===== config.mk =====
export PLATFORM = sky130hd
export DESIGN_NAME = half_bridge_gate_protection
export DESIGN_NICKNAME = d
export VERILOG_FILES = /design/src/hbgp_pkg.sv /design/src/gate_leg.sv /design/src/half_bridge_gate_protection.sv
export VERILOG_INCLUDE_DIRS = /design/src
export SDC_FILE = /design/constraint.sdc
export NUM_CORES = 1
export LEC_CHECK = 0
export ABC_AREA = 1
export BUFFER_PORTS_ARGS = -buffer_cell sky130_fd_sc_hd__clkbuf_2
export CAP_MARGIN = 20
export CORE_MARGIN = 5
export CORE_UTILIZATION = 55
export CTS_BUF_LIST = sky130_fd_sc_hd__clkbuf_4
export DETAILED_ROUTE_END_ITERATION = 10
export GPL_TIMING_DRIVEN = 0
export PLACE_DENSITY = 0.86
export SLEW_MARGIN = 5
export SYNTH_ARGS = -nofsm -noshare
export SYNTH_HDL_FRONTEND = slang
export SYNTH_SLANG_ARGS = --single-unit
export TNS_END_PERCENT = 100

===== constraint.sdc =====
create_clock -name SYS_CLK -period 6 [get_ports SYS_CLK]
set_input_delay 1.2 -clock SYS_CLK [delete_from_list [all_inputs] [get_ports SYS_CLK]]
set_output_delay 1.2 -clock SYS_CLK [all_outputs]
set_load 0.01 [all_outputs]

===== src/hbgp_cfg.svh =====
`ifndef HBGP_CFG_SVH
`define HBGP_CFG_SVH

// System clock.
`define CLK_MHZ        50
`define CLK_PERIOD_NS  (1000 / `CLK_MHZ)
`define CYC_UP(ns)     (((ns) + `CLK_PERIOD_NS - 1) / `CLK_PERIOD_NS)

// Dead time settings in ns.
`define DEAD0_NS       100
`define DEAD1_NS       200
`define DEAD2_NS       400
`define DEAD3_NS       2000

// Short check mask time settings in ns.
`define BLANK0_NS      500
`define BLANK1_NS      1000
`define BLANK2_NS      2000

// Register byte offsets.
`define OFS_CTRL       6'h00
`define OFS_SENSE      6'h04
`define OFS_FLAGS      6'h08
`define OFS_IRQ_STAT   6'h0c
`define OFS_IRQ_MASK   6'h10

// Register widths and reset values.
`define CTRL_W         11
`define CTRL_RST       11'h000
`define SENSE_W        2
`define SENSE_RST      2'h0
`define FLAGS_W        6
`define STAT_W         12
`define STAT_RST       12'h000

// Event status bit positions.
`define ST_HS_LSB      0
`define ST_LS_LSB      4
`define ST_UV          8
`define ST_OV          9
`define ST_OT          10
`define ST_PUMP        11

`endif


===== src/hbgp_pkg.sv =====
package hbgp_pkg;

  typedef enum logic [1:0] {
    LEG_OFF,
    LEG_DEAD,
    LEG_HIGH,
    LEG_LOW
  } leg_state_type;

  typedef struct packed {
    logic [1:0] ot_sel;
    logic [1:0] ov_sel;
    logic       uv_alt;
    logic       uv_off;
    logic [1:0] blank_sel;
    logic [1:0] dead_sel;
    logic       stage_en;
  } gate_ctrl_type;

  typedef struct packed {
    logic       stage_on;
    logic       over_temp;
    logic       supply_over;
    logic       supply_under;
    logic       regulator_good;
    logic       pump_good;
  } supply_flags_type;

endpackage


===== src/gate_leg.sv =====
`timescale 1ns/1ns
`default_nettype none
`include "hbgp_cfg.svh"

module gate_leg
  import hbgp_pkg::*;
(
  // Clock and reset.
  input  wire logic       clk,
  input  wire logic       rst,
  // Control.
  input  wire logic       pwm,
  input  wire logic       allow,
  input  wire logic [6:0] dead_cyc,
  input  wire logic [6:0] blank_cyc,
  // Switch node sense.
  input  wire logic       sw_high,
  // Gates and short events.
  output logic            hs_r,
  output logic            ls_r,
  output logic            hs_short_r,
  output logic            ls_short_r
);

  leg_state_type state_r;
  leg_state_type state_nxt;
  logic [6:0]    cnt_r;
  logic [6:0]    cnt_nxt;
  logic [6:0]    blank_r;
  logic [6:0]    off_cnt_r;

  always_comb
  begin
    state_nxt = state_r;
    cnt_nxt   = cnt_r;
    case (state_r)
      LEG_OFF:
      begin
        if (allow)
        begin
          state_nxt = LEG_DEAD;
          cnt_nxt   = dead_cyc;
        end
      end
      LEG_DEAD:
      begin
        if (!allow)
          state_nxt = LEG_OFF;
        else if (cnt_r <= 7'h01)
          state_nxt = pwm ? LEG_HIGH : LEG_LOW;
        else
          cnt_nxt = cnt_r - 7'h01;
      end
      LEG_HIGH:
      begin
        if (!allow)
          state_nxt = LEG_OFF;
        else if (!pwm)
        begin
          state_nxt = LEG_DEAD;
          cnt_nxt   = dead_cyc;
        end
      end
      LEG_LOW:
      begin
        if (!allow)
          state_nxt = LEG_OFF;
        else if (pwm)
        begin
          state_nxt = LEG_DEAD;
          cnt_nxt   = dead_cyc;
        end
      end
      default: state_nxt = LEG_OFF;
    endcase
  end

  always_ff @(posedge clk or posedge rst)
  begin
    if (rst)
    begin
      state_r <= LEG_OFF;
      cnt_r   <= 7'h00;
      hs_r    <= 1'b0;
      ls_r    <= 1'b0;
    end
    else
    begin
      state_r <= state_nxt;
      cnt_r   <= cnt_nxt;
      hs_r    <= (state_nxt == LEG_HIGH);
      ls_r    <= (state_nxt == LEG_LOW);
    end
  end

  // Mask restarts on each turn-on so switching ringing is never a short.
  always_ff @(posedge clk or posedge rst)
  begin
    if (rst)
      blank_r <= 7'h00;
    else if (state_nxt != state_r)
      blank_r <= blank_cyc;
    else if (blank_r != 7'h00)
      blank_r <= blank_r - 7'h01;
  end

  always_ff @(posedge clk or posedge rst)
  begin
    if (rst)
    begin
      hs_short_r <= 1'b0;
      ls_short_r <= 1'b0;
    end
    else
    begin
      hs_short_r <= ls_r && allow && (blank_r == 7'h00) && sw_high;
      ls_short_r <= hs_r && allow && (blank_r == 7'h00) && !sw_high;
    end
  end

  always_ff @(posedge clk or posedge rst)
  begin
    if (rst)
      off_cnt_r <= 7'h00;
    else if (hs_r || ls_r)
      off_cnt_r <= 7'h00;
    else if (off_cnt_r != 7'h7f)
      off_cnt_r <= off_cnt_r + 7'h01;
  end
endmodule // gate_leg

`default_nettype wire


===== src/half_bridge_gate_protection.sv =====
// The register offsets and register access over Avalon-MM were decided locally.
`timescale 1ns/1ns
`default_nettype none
`include "hbgp_cfg.svh"

module half_bridge_gate_protection
  import hbgp_pkg::*;
(
  // Clock and reset.
  input  wire logic        SYS_CLK,
  input  wire logic        SYS_RST,
  // Avalon-MM register slave.
  input  wire logic [5:0]  AVS_ADDRESS,
  input  wire logic        AVS_READ,
  input  wire logic        AVS_WRITE,
  input  wire logic [31:0] AVS_WRITEDATA,
  input  wire logic [3:0]  AVS_BYTEENABLE,
  output logic [31:0]      AVS_READDATA,
  output logic             AVS_WAITREQUEST,
  // PWM commands from the controller.
  input  wire logic [3:0]  PWM_IN,
  // Analog threshold detectors.
  input  wire logic [3:0]  SWITCH_NODE_HIGH,
  input  wire logic        PUMP_GOOD,
  input  wire logic        REGULATOR_GOOD,
  input  wire logic        SUPPLY_UNDER,
  input  wire logic        SUPPLY_OVER,
  input  wire logic        OVER_TEMP,
  // Gate drives.
  output logic [3:0]       HIGH_GATE,
  output logic [3:0]       LOW_GATE,
  // Power and sensing control.
  output logic             PUMP_ENABLE,
  output logic             SENSE_ENABLE,
  output logic [1:0]       SENSE_SELECT,
  output logic             UNDER_LEVEL_ALT,
  output logic [1:0]       OVER_LEVEL_SELECT,
  output logic [1:0]       TEMP_LEVEL_SELECT,
  // Interrupt.
  output logic             IRQ
);

  gate_ctrl_type     ctrl_r;
  logic [1:0]        sense_r;
  logic [11:0]       stat_r;
  logic [11:0]       mask_r;
  logic [11:0]       event_set;
  logic              ack_r;
  logic [31:0]       rdata_r;
  logic              wr_fire;
  logic              rd_take;
  logic [31:0]       rd_mux;
  supply_flags_type  flags;
  logic              short_latched;
  logic              supply_fault;
  logic              pump_en_nxt;
  logic              allow;
  logic              prev_uv_r;
  logic              prev_ov_r;
  logic              prev_ot_r;
  logic              prev_pump_r;
  logic [6:0]        dead_cyc;
  logic [6:0]        blank_cyc;
  logic [3:0]        hs_short;
  logic [3:0]        ls_short;

  function automatic logic [31:0] be_merge(input logic [31:0] old_v,
                                           input logic [31:0] new_v,
                                           input logic [3:0]  be);
    logic [31:0] res;
    res = old_v;
    for (int i = 0; i < 4; i++)
    begin
      if (be[i])
        res[i*8 +: 8] = new_v[i*8 +: 8];
    end
    return res;
  endfunction

  function automatic logic [6:0] dead_cycles(input logic [1:0] sel);
    case (sel)
      2'h0:    return 7'(`CYC_UP(`DEAD0_NS));
      2'h1:    return 7'(`CYC_UP(`DEAD1_NS));
      2'h2:    return 7'(`CYC_UP(`DEAD2_NS));
      default: return 7'(`CYC_UP(`DEAD3_NS));
    endcase
  endfunction

  // Only three mask settings exist; the unused code keeps the longest one.
  function automatic logic [6:0] blank_cycles(input logic [1:0] sel);
    case (sel)
      2'h0:    return 7'(`CYC_UP(`BLANK0_NS));
      2'h1:    return 7'(`CYC_UP(`BLANK1_NS));
      default: return 7'(`CYC_UP(`BLANK2_NS));
    endcase
  endfunction

  assign dead_cyc  = dead_cycles(ctrl_r.dead_sel);
  assign blank_cyc = blank_cycles(ctrl_r.blank_sel);

  // One wait state: the request is taken on its first edge and answered on
  // the second, which keeps read data registered without a bus pipeline.
  assign AVS_WAITREQUEST = (AVS_READ || AVS_WRITE) && !ack_r;
  assign wr_fire         = AVS_WRITE && ack_r;
  assign rd_take         = AVS_READ && !ack_r;
  assign AVS_READDATA    = rdata_r;

  always_ff @(posedge SYS_CLK or posedge SYS_RST)
  begin
    if (SYS_RST)
      ack_r <= 1'b0;
    else
      ack_r <= (AVS_READ || AVS_WRITE) && !ack_r;
  end

  always_comb
  begin
    rd_mux = 32'h0000_0000;
    case (AVS_ADDRESS)
      `OFS_CTRL:     rd_mux[`CTRL_W-1:0]  = ctrl_r;
      `OFS_SENSE:    rd_mux[`SENSE_W-1:0] = sense_r;
      `OFS_FLAGS:    rd_mux[`FLAGS_W-1:0] = flags;
      `OFS_IRQ_STAT: rd_mux[`STAT_W-1:0]  = stat_r;
      `OFS_IRQ_MASK: rd_mux[`STAT_W-1:0]  = mask_r;
      default:       rd_mux = 32'h0000_0000;
    endcase
  end

  always_ff @(posedge SYS_CLK or posedge SYS_RST)
  begin
    if (SYS_RST)
      rdata_r <= 32'h0000_0000;
    else if (rd_take)
      rdata_r <= rd_mux;
  end

  always_ff @(posedge SYS_CLK or posedge SYS_RST)
  begin
    if (SYS_RST)
      ctrl_r <= `CTRL_RST;
    else if (wr_fire && AVS_ADDRESS == `OFS_CTRL)
      ctrl_r <= gate_ctrl_type'(`CTRL_W'(be_merge(32'(ctrl_r),
                                                  AVS_WRITEDATA,
                                                  AVS_BYTEENABLE)));
  end

  always_ff @(posedge SYS_CLK or posedge SYS_RST)
  begin
    if (SYS_RST)
      sense_r <= `SENSE_RST;
    else if (wr_fire && AVS_ADDRESS == `OFS_SENSE)
      sense_r <= 2'(be_merge(32'(sense_r), AVS_WRITEDATA,
                             AVS_BYTEENABLE));
  end

  always_ff @(posedge SYS_CLK or posedge SYS_RST)
  begin
    if (SYS_RST)
      mask_r <= `STAT_RST;
    else if (wr_fire && AVS_ADDRESS == `OFS_IRQ_MASK)
      mask_r <= 12'(be_merge(32'(mask_r), AVS_WRITEDATA, AVS_BYTEENABLE));
  end

  always_ff @(posedge SYS_CLK or posedge SYS_RST)
  begin
    if (SYS_RST)
    begin
      prev_uv_r   <= 1'b0;
      prev_ov_r   <= 1'b0;
      prev_ot_r   <= 1'b0;
      prev_pump_r <= 1'b0;
    end
    else
    begin
      prev_uv_r   <= SUPPLY_UNDER;
      prev_ov_r   <= SUPPLY_OVER;
      prev_ot_r   <= OVER_TEMP;
      prev_pump_r <= PUMP_GOOD;
    end
  end

  always_comb
  begin
    event_set = 12'h000;
    event_set[`ST_HS_LSB +: 4] = hs_short;
    event_set[`ST_LS_LSB +: 4] = ls_short;
    event_set[`ST_UV]   = SUPPLY_UNDER && !prev_uv_r;
    event_set[`ST_OV]   = SUPPLY_OVER && !prev_ov_r;
    event_set[`ST_OT]   = OVER_TEMP && !prev_ot_r;
    event_set[`ST_PUMP] = !PUMP_GOOD && prev_pump_r;
  end

  // A new event in the clearing cycle wins over the write of one.
  always_ff @(posedge SYS_CLK or posedge SYS_RST)
  begin
    if (SYS_RST)
      stat_r <= `STAT_RST;
    else if (wr_fire && AVS_ADDRESS == `OFS_IRQ_STAT)
      stat_r <= (stat_r & ~12'(be_merge(32'h0000_0000, AVS_WRITEDATA,
                                        AVS_BYTEENABLE))) | event_set;
    else
      stat_r <= stat_r | event_set;
  end

  assign IRQ = |(stat_r & mask_r);

  // Short status bits double as the fault latch so one clear releases both.
  assign short_latched = |stat_r[`ST_LS_LSB+3:`ST_HS_LSB];

  assign supply_fault = (SUPPLY_UNDER && !ctrl_r.uv_off)
                     || SUPPLY_OVER
                     || OVER_TEMP;

  assign pump_en_nxt = REGULATOR_GOOD && !supply_fault;

  // The stage returns by itself once every supply condition has let go; a latched short waits for a status clear.
  assign allow = ctrl_r.stage_en
              && PUMP_GOOD
              && pump_en_nxt
              && !short_latched;

  always_ff @(posedge SYS_CLK or posedge SYS_RST)
  begin
    if (SYS_RST)
    begin
      PUMP_ENABLE  <= 1'b0;
      SENSE_ENABLE <= 1'b0;
    end
    else
    begin
      PUMP_ENABLE  <= pump_en_nxt;
      SENSE_ENABLE <= !supply_fault;
    end
  end

  assign SENSE_SELECT      = sense_r;
  assign UNDER_LEVEL_ALT   = ctrl_r.uv_alt;
  assign OVER_LEVEL_SELECT = ctrl_r.ov_sel;
  assign TEMP_LEVEL_SELECT = ctrl_r.ot_sel;

  always_comb
  begin
    flags.stage_on       = allow;
    flags.over_temp      = OVER_TEMP;
    flags.supply_over    = SUPPLY_OVER;
    flags.supply_under   = SUPPLY_UNDER;
    flags.regulator_good = REGULATOR_GOOD;
    flags.pump_good      = PUMP_GOOD;
  end

  for (genvar ch = 0; ch < 4; ch++)
  begin : g_leg
    gate_leg u_leg (
      .clk        (SYS_CLK),
      .rst        (SYS_RST),
      .pwm        (PWM_IN[ch]),
      .allow      (allow),
      .dead_cyc   (dead_cyc),
      .blank_cyc  (blank_cyc),
      .sw_high    (SWITCH_NODE_HIGH[ch]),
      .hs_r       (HIGH_GATE[ch]),
      .ls_r       (LOW_GATE[ch]),
      .hs_short_r (hs_short[ch]),
      .ls_short_r (ls_short[ch])
    );
  end
endmodule // half_bridge_gate_protection

`default_nettype wire


==> impl_metrics.json <==
{
  "cellPowerDensity_mw_per_mm2": 197.9,
  "cp_data_arrival_time_ns": 1.90,
  "skew_ns": 0.01916,
  "reg_to_reg_critical_path_startpoint": "stat_r[7]",
  "n_fill_cell": 1129,
  "layout_cells_sized_above_1": 0.1671,
  "clk_transition_reported_paths_ns": 0.11,
  "multiInputGateArea_sq_mm": 0.003309,
  "max-slew-margin-rel": 0.5079,
  "timing.critical_path.from_type": "flop",
  "slowest_stage_cell_on_the_critical_path": "dfrtp_1",
  "dieWidth_microns": 126.5,
  "synth-seq-area-share": 0.4559,
  "cts-resized-gates": 0,
  "dr_total_vias": 6529,
  "post-synth-top-area-fraction": 0.4559,
  "worstSkewPairLatency_ns": 0.57,
  "finalHoldViolations": 0,
  "cell_count_after_placement": 1204,
  "timing.setup.critical_path_class": "reg -> out",
  "setup_viol": 0,
  "post-route-util": 0.6302,
  "outcome": "finished, final reports clean",
  "post-cts-setup-buffer-count": 0,
  "synth_seq_cells": 136,
  "drv_slew": 0,
  "postSynthCellCount": 941,
  "num_rows": 42,
  "count_of_flip_flops_with_a_built_in_enable_after_synthesis": 0,
  "synth_warnings": 0,
  "top_level_ports": 110,
  "maximum_number_of_pins_on_one_net_before_global_route_repair": 84,
  "holdBufCountCts": 0,
  "first_global_vias": 6200,
  "sequential_cell_area_sq_mm": 0.003403,
  "power.leakage_nw": 4.316,
  "final_min_period_over_clock_period": 0.5169,
  "synthesis.area_per_instance_sq_um": 7.933,
  "die_y_microns": 126.5,
  "grt_use_total": 0.2197,
  "fp.dieArea_sq_mm": 0.01600,
  "drt_first_iter_violations": 606,
  "grt-ovfl-total": 0,
  "core_outline_area_sq_mm": 0.01330,
  "initial_antenna_violation_count": 2,
  "critPathMaxFanout": 3,
  "synthDistinctLibCells": 46,
  "min-delay-path-class": "reg -> reg",
  "worst_path_largest_cell_delay_ns": 0.42,
  "max_freq_ghz": 0.3224,
  "ff2ff_setup_slack_ns": 3.85,
  "route.antenna.remaining_nets": 0,
  "worstHoldPathCells": 1,
  "route.detailed.wl_per_inst_microns": 13.80,
  "drc": 0,
  "synth_async_sr_flop_share": 1.000,
  "fin_cells": 1236,
  "post_synth_instance_area_sq_mm": 0.007465,
  "cts.htree.levels": 4,
  "synth.area.top_cells": "dfrtp_1 46%, nand2_1 11%, inv_1 6.6%, o21ai_0 5.4%, nor2_1 5.2%",
  "critical_path.reg2reg.endpoint": "g_leg[0].u_leg.cnt_r[0]",
  "min_period_ns": 3.101,
  "cts_root_buf": "clkbuf_4",
  "start_util": 0.5615,
  "actual_transition_at_the_worst_max_transition_pin_ns": 0.7325,
  "crit_chain": "a22o_1 > a221oi_1 > nand3_1 > clkbuf_2",
  "grt_pass1_wl_microns": 28680,
  "hp_start": "prev_ov_r",
  "setup_repair_after_global_routing_missed_its_margin": "false",
  "tritoncts.num_buffers": 17,
  "cts_tree": "done",
  "drtPass1Iterations": 5,
  "place.port_buffers": 67,
  "synth.most_common_cell": "nand2_1",
  "cp.required_ns": 4.80,
  "timing.critical_path.to_type": "output pin",
  "routed_via_density": 5.282,
  "clock_sink_count": 136,
  "min_delay_worst_endpoint": "stat_r[9]",
  "vdd_drop_max_uv": 184.1,
  "layout-area-overhead-vs-synth_pct": 12.25,
  "route.final.wire_length_microns": 17060,
  "cell_depth_of_the_worst_flop_to_flop_path": 8,
  "dp.final_hpwl_microns": 12940,
  "num-nets-final": 1118,
  "cts.path.max_buffers": 2,
  "globalplace.congestion": 0.9370,
  "drv.max_cap_violation_count": 0,
  "synth_commonest_cells": "210 x nand2_1, 136 x dfrtp_1, 131 x inv_1",
  "synthDominantAreaCellType": "dfrtp_1",
  "postSynth.topFlopCell": "dfrtp_1"
}
[worst max-delay path by stage]
stage	start	to	slack, ns	depth (start not counted)
finish	stat_r[10]	IRQ	2.90	4
global route	stat_r[10]	IRQ	2.84	4
CTS	stat_r[10]	IRQ	2.90	4
detailed placement	AVS_ADDRESS[1]	ctrl_r[4]	2.93	9
global placement	SYS_RST	g_leg[3].u_leg.blank_r[6]	-0.28	2
floorplan	SYS_RST	AVS_READDATA[0]	1.16	1
[logic make-up (layout without fill, tap and decap cells)]
group | after synthesis | in the layout | synth area share
other cells | 1 | 21 | 0.0005024
flops | 136 | 136 | 0.4559
xor+xnor | 23 | 23 | 0.02699
compound gates | 176 | 176 | 0.1364
fa+ha+maj | 12 | 12 | 0.02011
mux | 1 | 1 | 0.001341
simple gates | 413 | 413 | 0.2484
buf+inv | 179 | 278 | 0.1103
[critical path: cells and delay by family, from the launching register on]
kind | cells | cell delay (ns)
and+or+nand+nor | 1 | 0.16
AOI/OAI and AO/OA | 2 | 0.59
DFF | 1 | 0.42
buffers and inverters | 1 | 0.16
[layer usage]
| layer | up-vias | routed length, microns | global-route usage | share of wire |
|---|---|---|---|---|
| met1 | 3047 | 7132 | 0.2781 | 0.42 |
| met5 | - | 7 | 0 | 0.00041 |
| li1 | 3213 | - | - | - |
| met3 | 43 | 1323 | 0.05843 | 0.078 |
| met4 | 2 | 455 | 0.08959 | 0.027 |
| met2 | 224 | 8136 | 0.3590 | 0.48 |
[per-stage QoR]
stage / hold WS [ns] / cell area [sq um] / setup slack [ns] / TNS, ns / total power [W]
after floorplan: 0.3996 / 7536 / 1.161 / 0 / 0.001051
after global placement: 0.4010 / 8092 / -0.2829 / -37.57 / 0.001102
after detailed placement: 0.4144 / 8124 / 2.933 / 0 / 0.001107
after CTS: 0.4193 / 8377 / 2.902 / 0 / 0.001669
after global routing: 0.4555 / 8379 / 2.844 / 0 / 0.001734
final: 0.4143 / 8379 / 2.899 / 0 / 0.001658
[cell type report]
| cell class | instances | area share |
|---|---|---|
| sequential | 136 | 0.4062 |
| multi-input combinational | 645 | 0.3950 |
| clock inverter | 12 | 0.01314 |
| antenna | 1 | 0.0002986 |
| buffer | 38 | 0.03390 |
| timing repair buffer | 68 | 0.04330 |
| clock buffer | 19 | 0.01702 |
| inverter | 141 | 0.06495 |
| tap | 176 | 0.02628 |
[layout by cell type (no fill, tap or decap), types with 3 or more instances in the layout]
cell type	instances
nor2_4	3
buf_4	33
a22o_1	3
inv_2	7
ha_1	12
clkinv_2	3
nor3b_1	4
o31ai_1	6
xor2_1	8
xnor2_1	15
o21ai_1	7
o21bai_1	9
clkbuf_1	3
nor2_2	8
dfrtp_1	136
nand4_1	13
o21ai_0	81
nor3_1	17
conb_1	20
clkbuf_4	19
o22ai_1	13
nor2_1	104
a21oi_2	3
nand2_2	7
o211ai_1	5
nand3_4	5
a21oi_1	31
nand3_1	31
clkinv_1	6
clkbuf_2	67
a221oi_1	6
nand3_2	4
a31oi_1	6
nand2_4	3
inv_1	130
nand2_1	210
[state kept, by name, indices dropped and copies added (netlist names)]
register / count
g_leg.u_leg.state_r: 8
stat_r: 12
UNDER_LEVEL_ALT: 1
prev_ov_r: 1
PUMP_ENABLE: 1
g_leg.u_leg.blank_r: 28
prev_pump_r: 1
g_leg.u_leg.ls_short_r: 4
mask_r: 12
g_leg.u_leg.hs_r: 4
g_leg.u_leg.ls_r: 4
OVER_LEVEL_SELECT: 2
prev_uv_r: 1
g_leg.u_leg.cnt_r: 28
SENSE_ENABLE: 1
SENSE_SELECT: 2
g_leg.u_leg.hs_short_r: 4
TEMP_LEVEL_SELECT: 2
ack_r: 1
prev_ot_r: 1
ctrl_r: 6
AVS_READDATA: 12
[power breakdown]
part           total, W  switching, W  internal [W]
registers      0.000950     0.0000144      0.000935
clock network  0.000568      0.000323      0.000245
logic          0.000141     0.0000912     0.0000494
(Power assumes the default switching activity.)
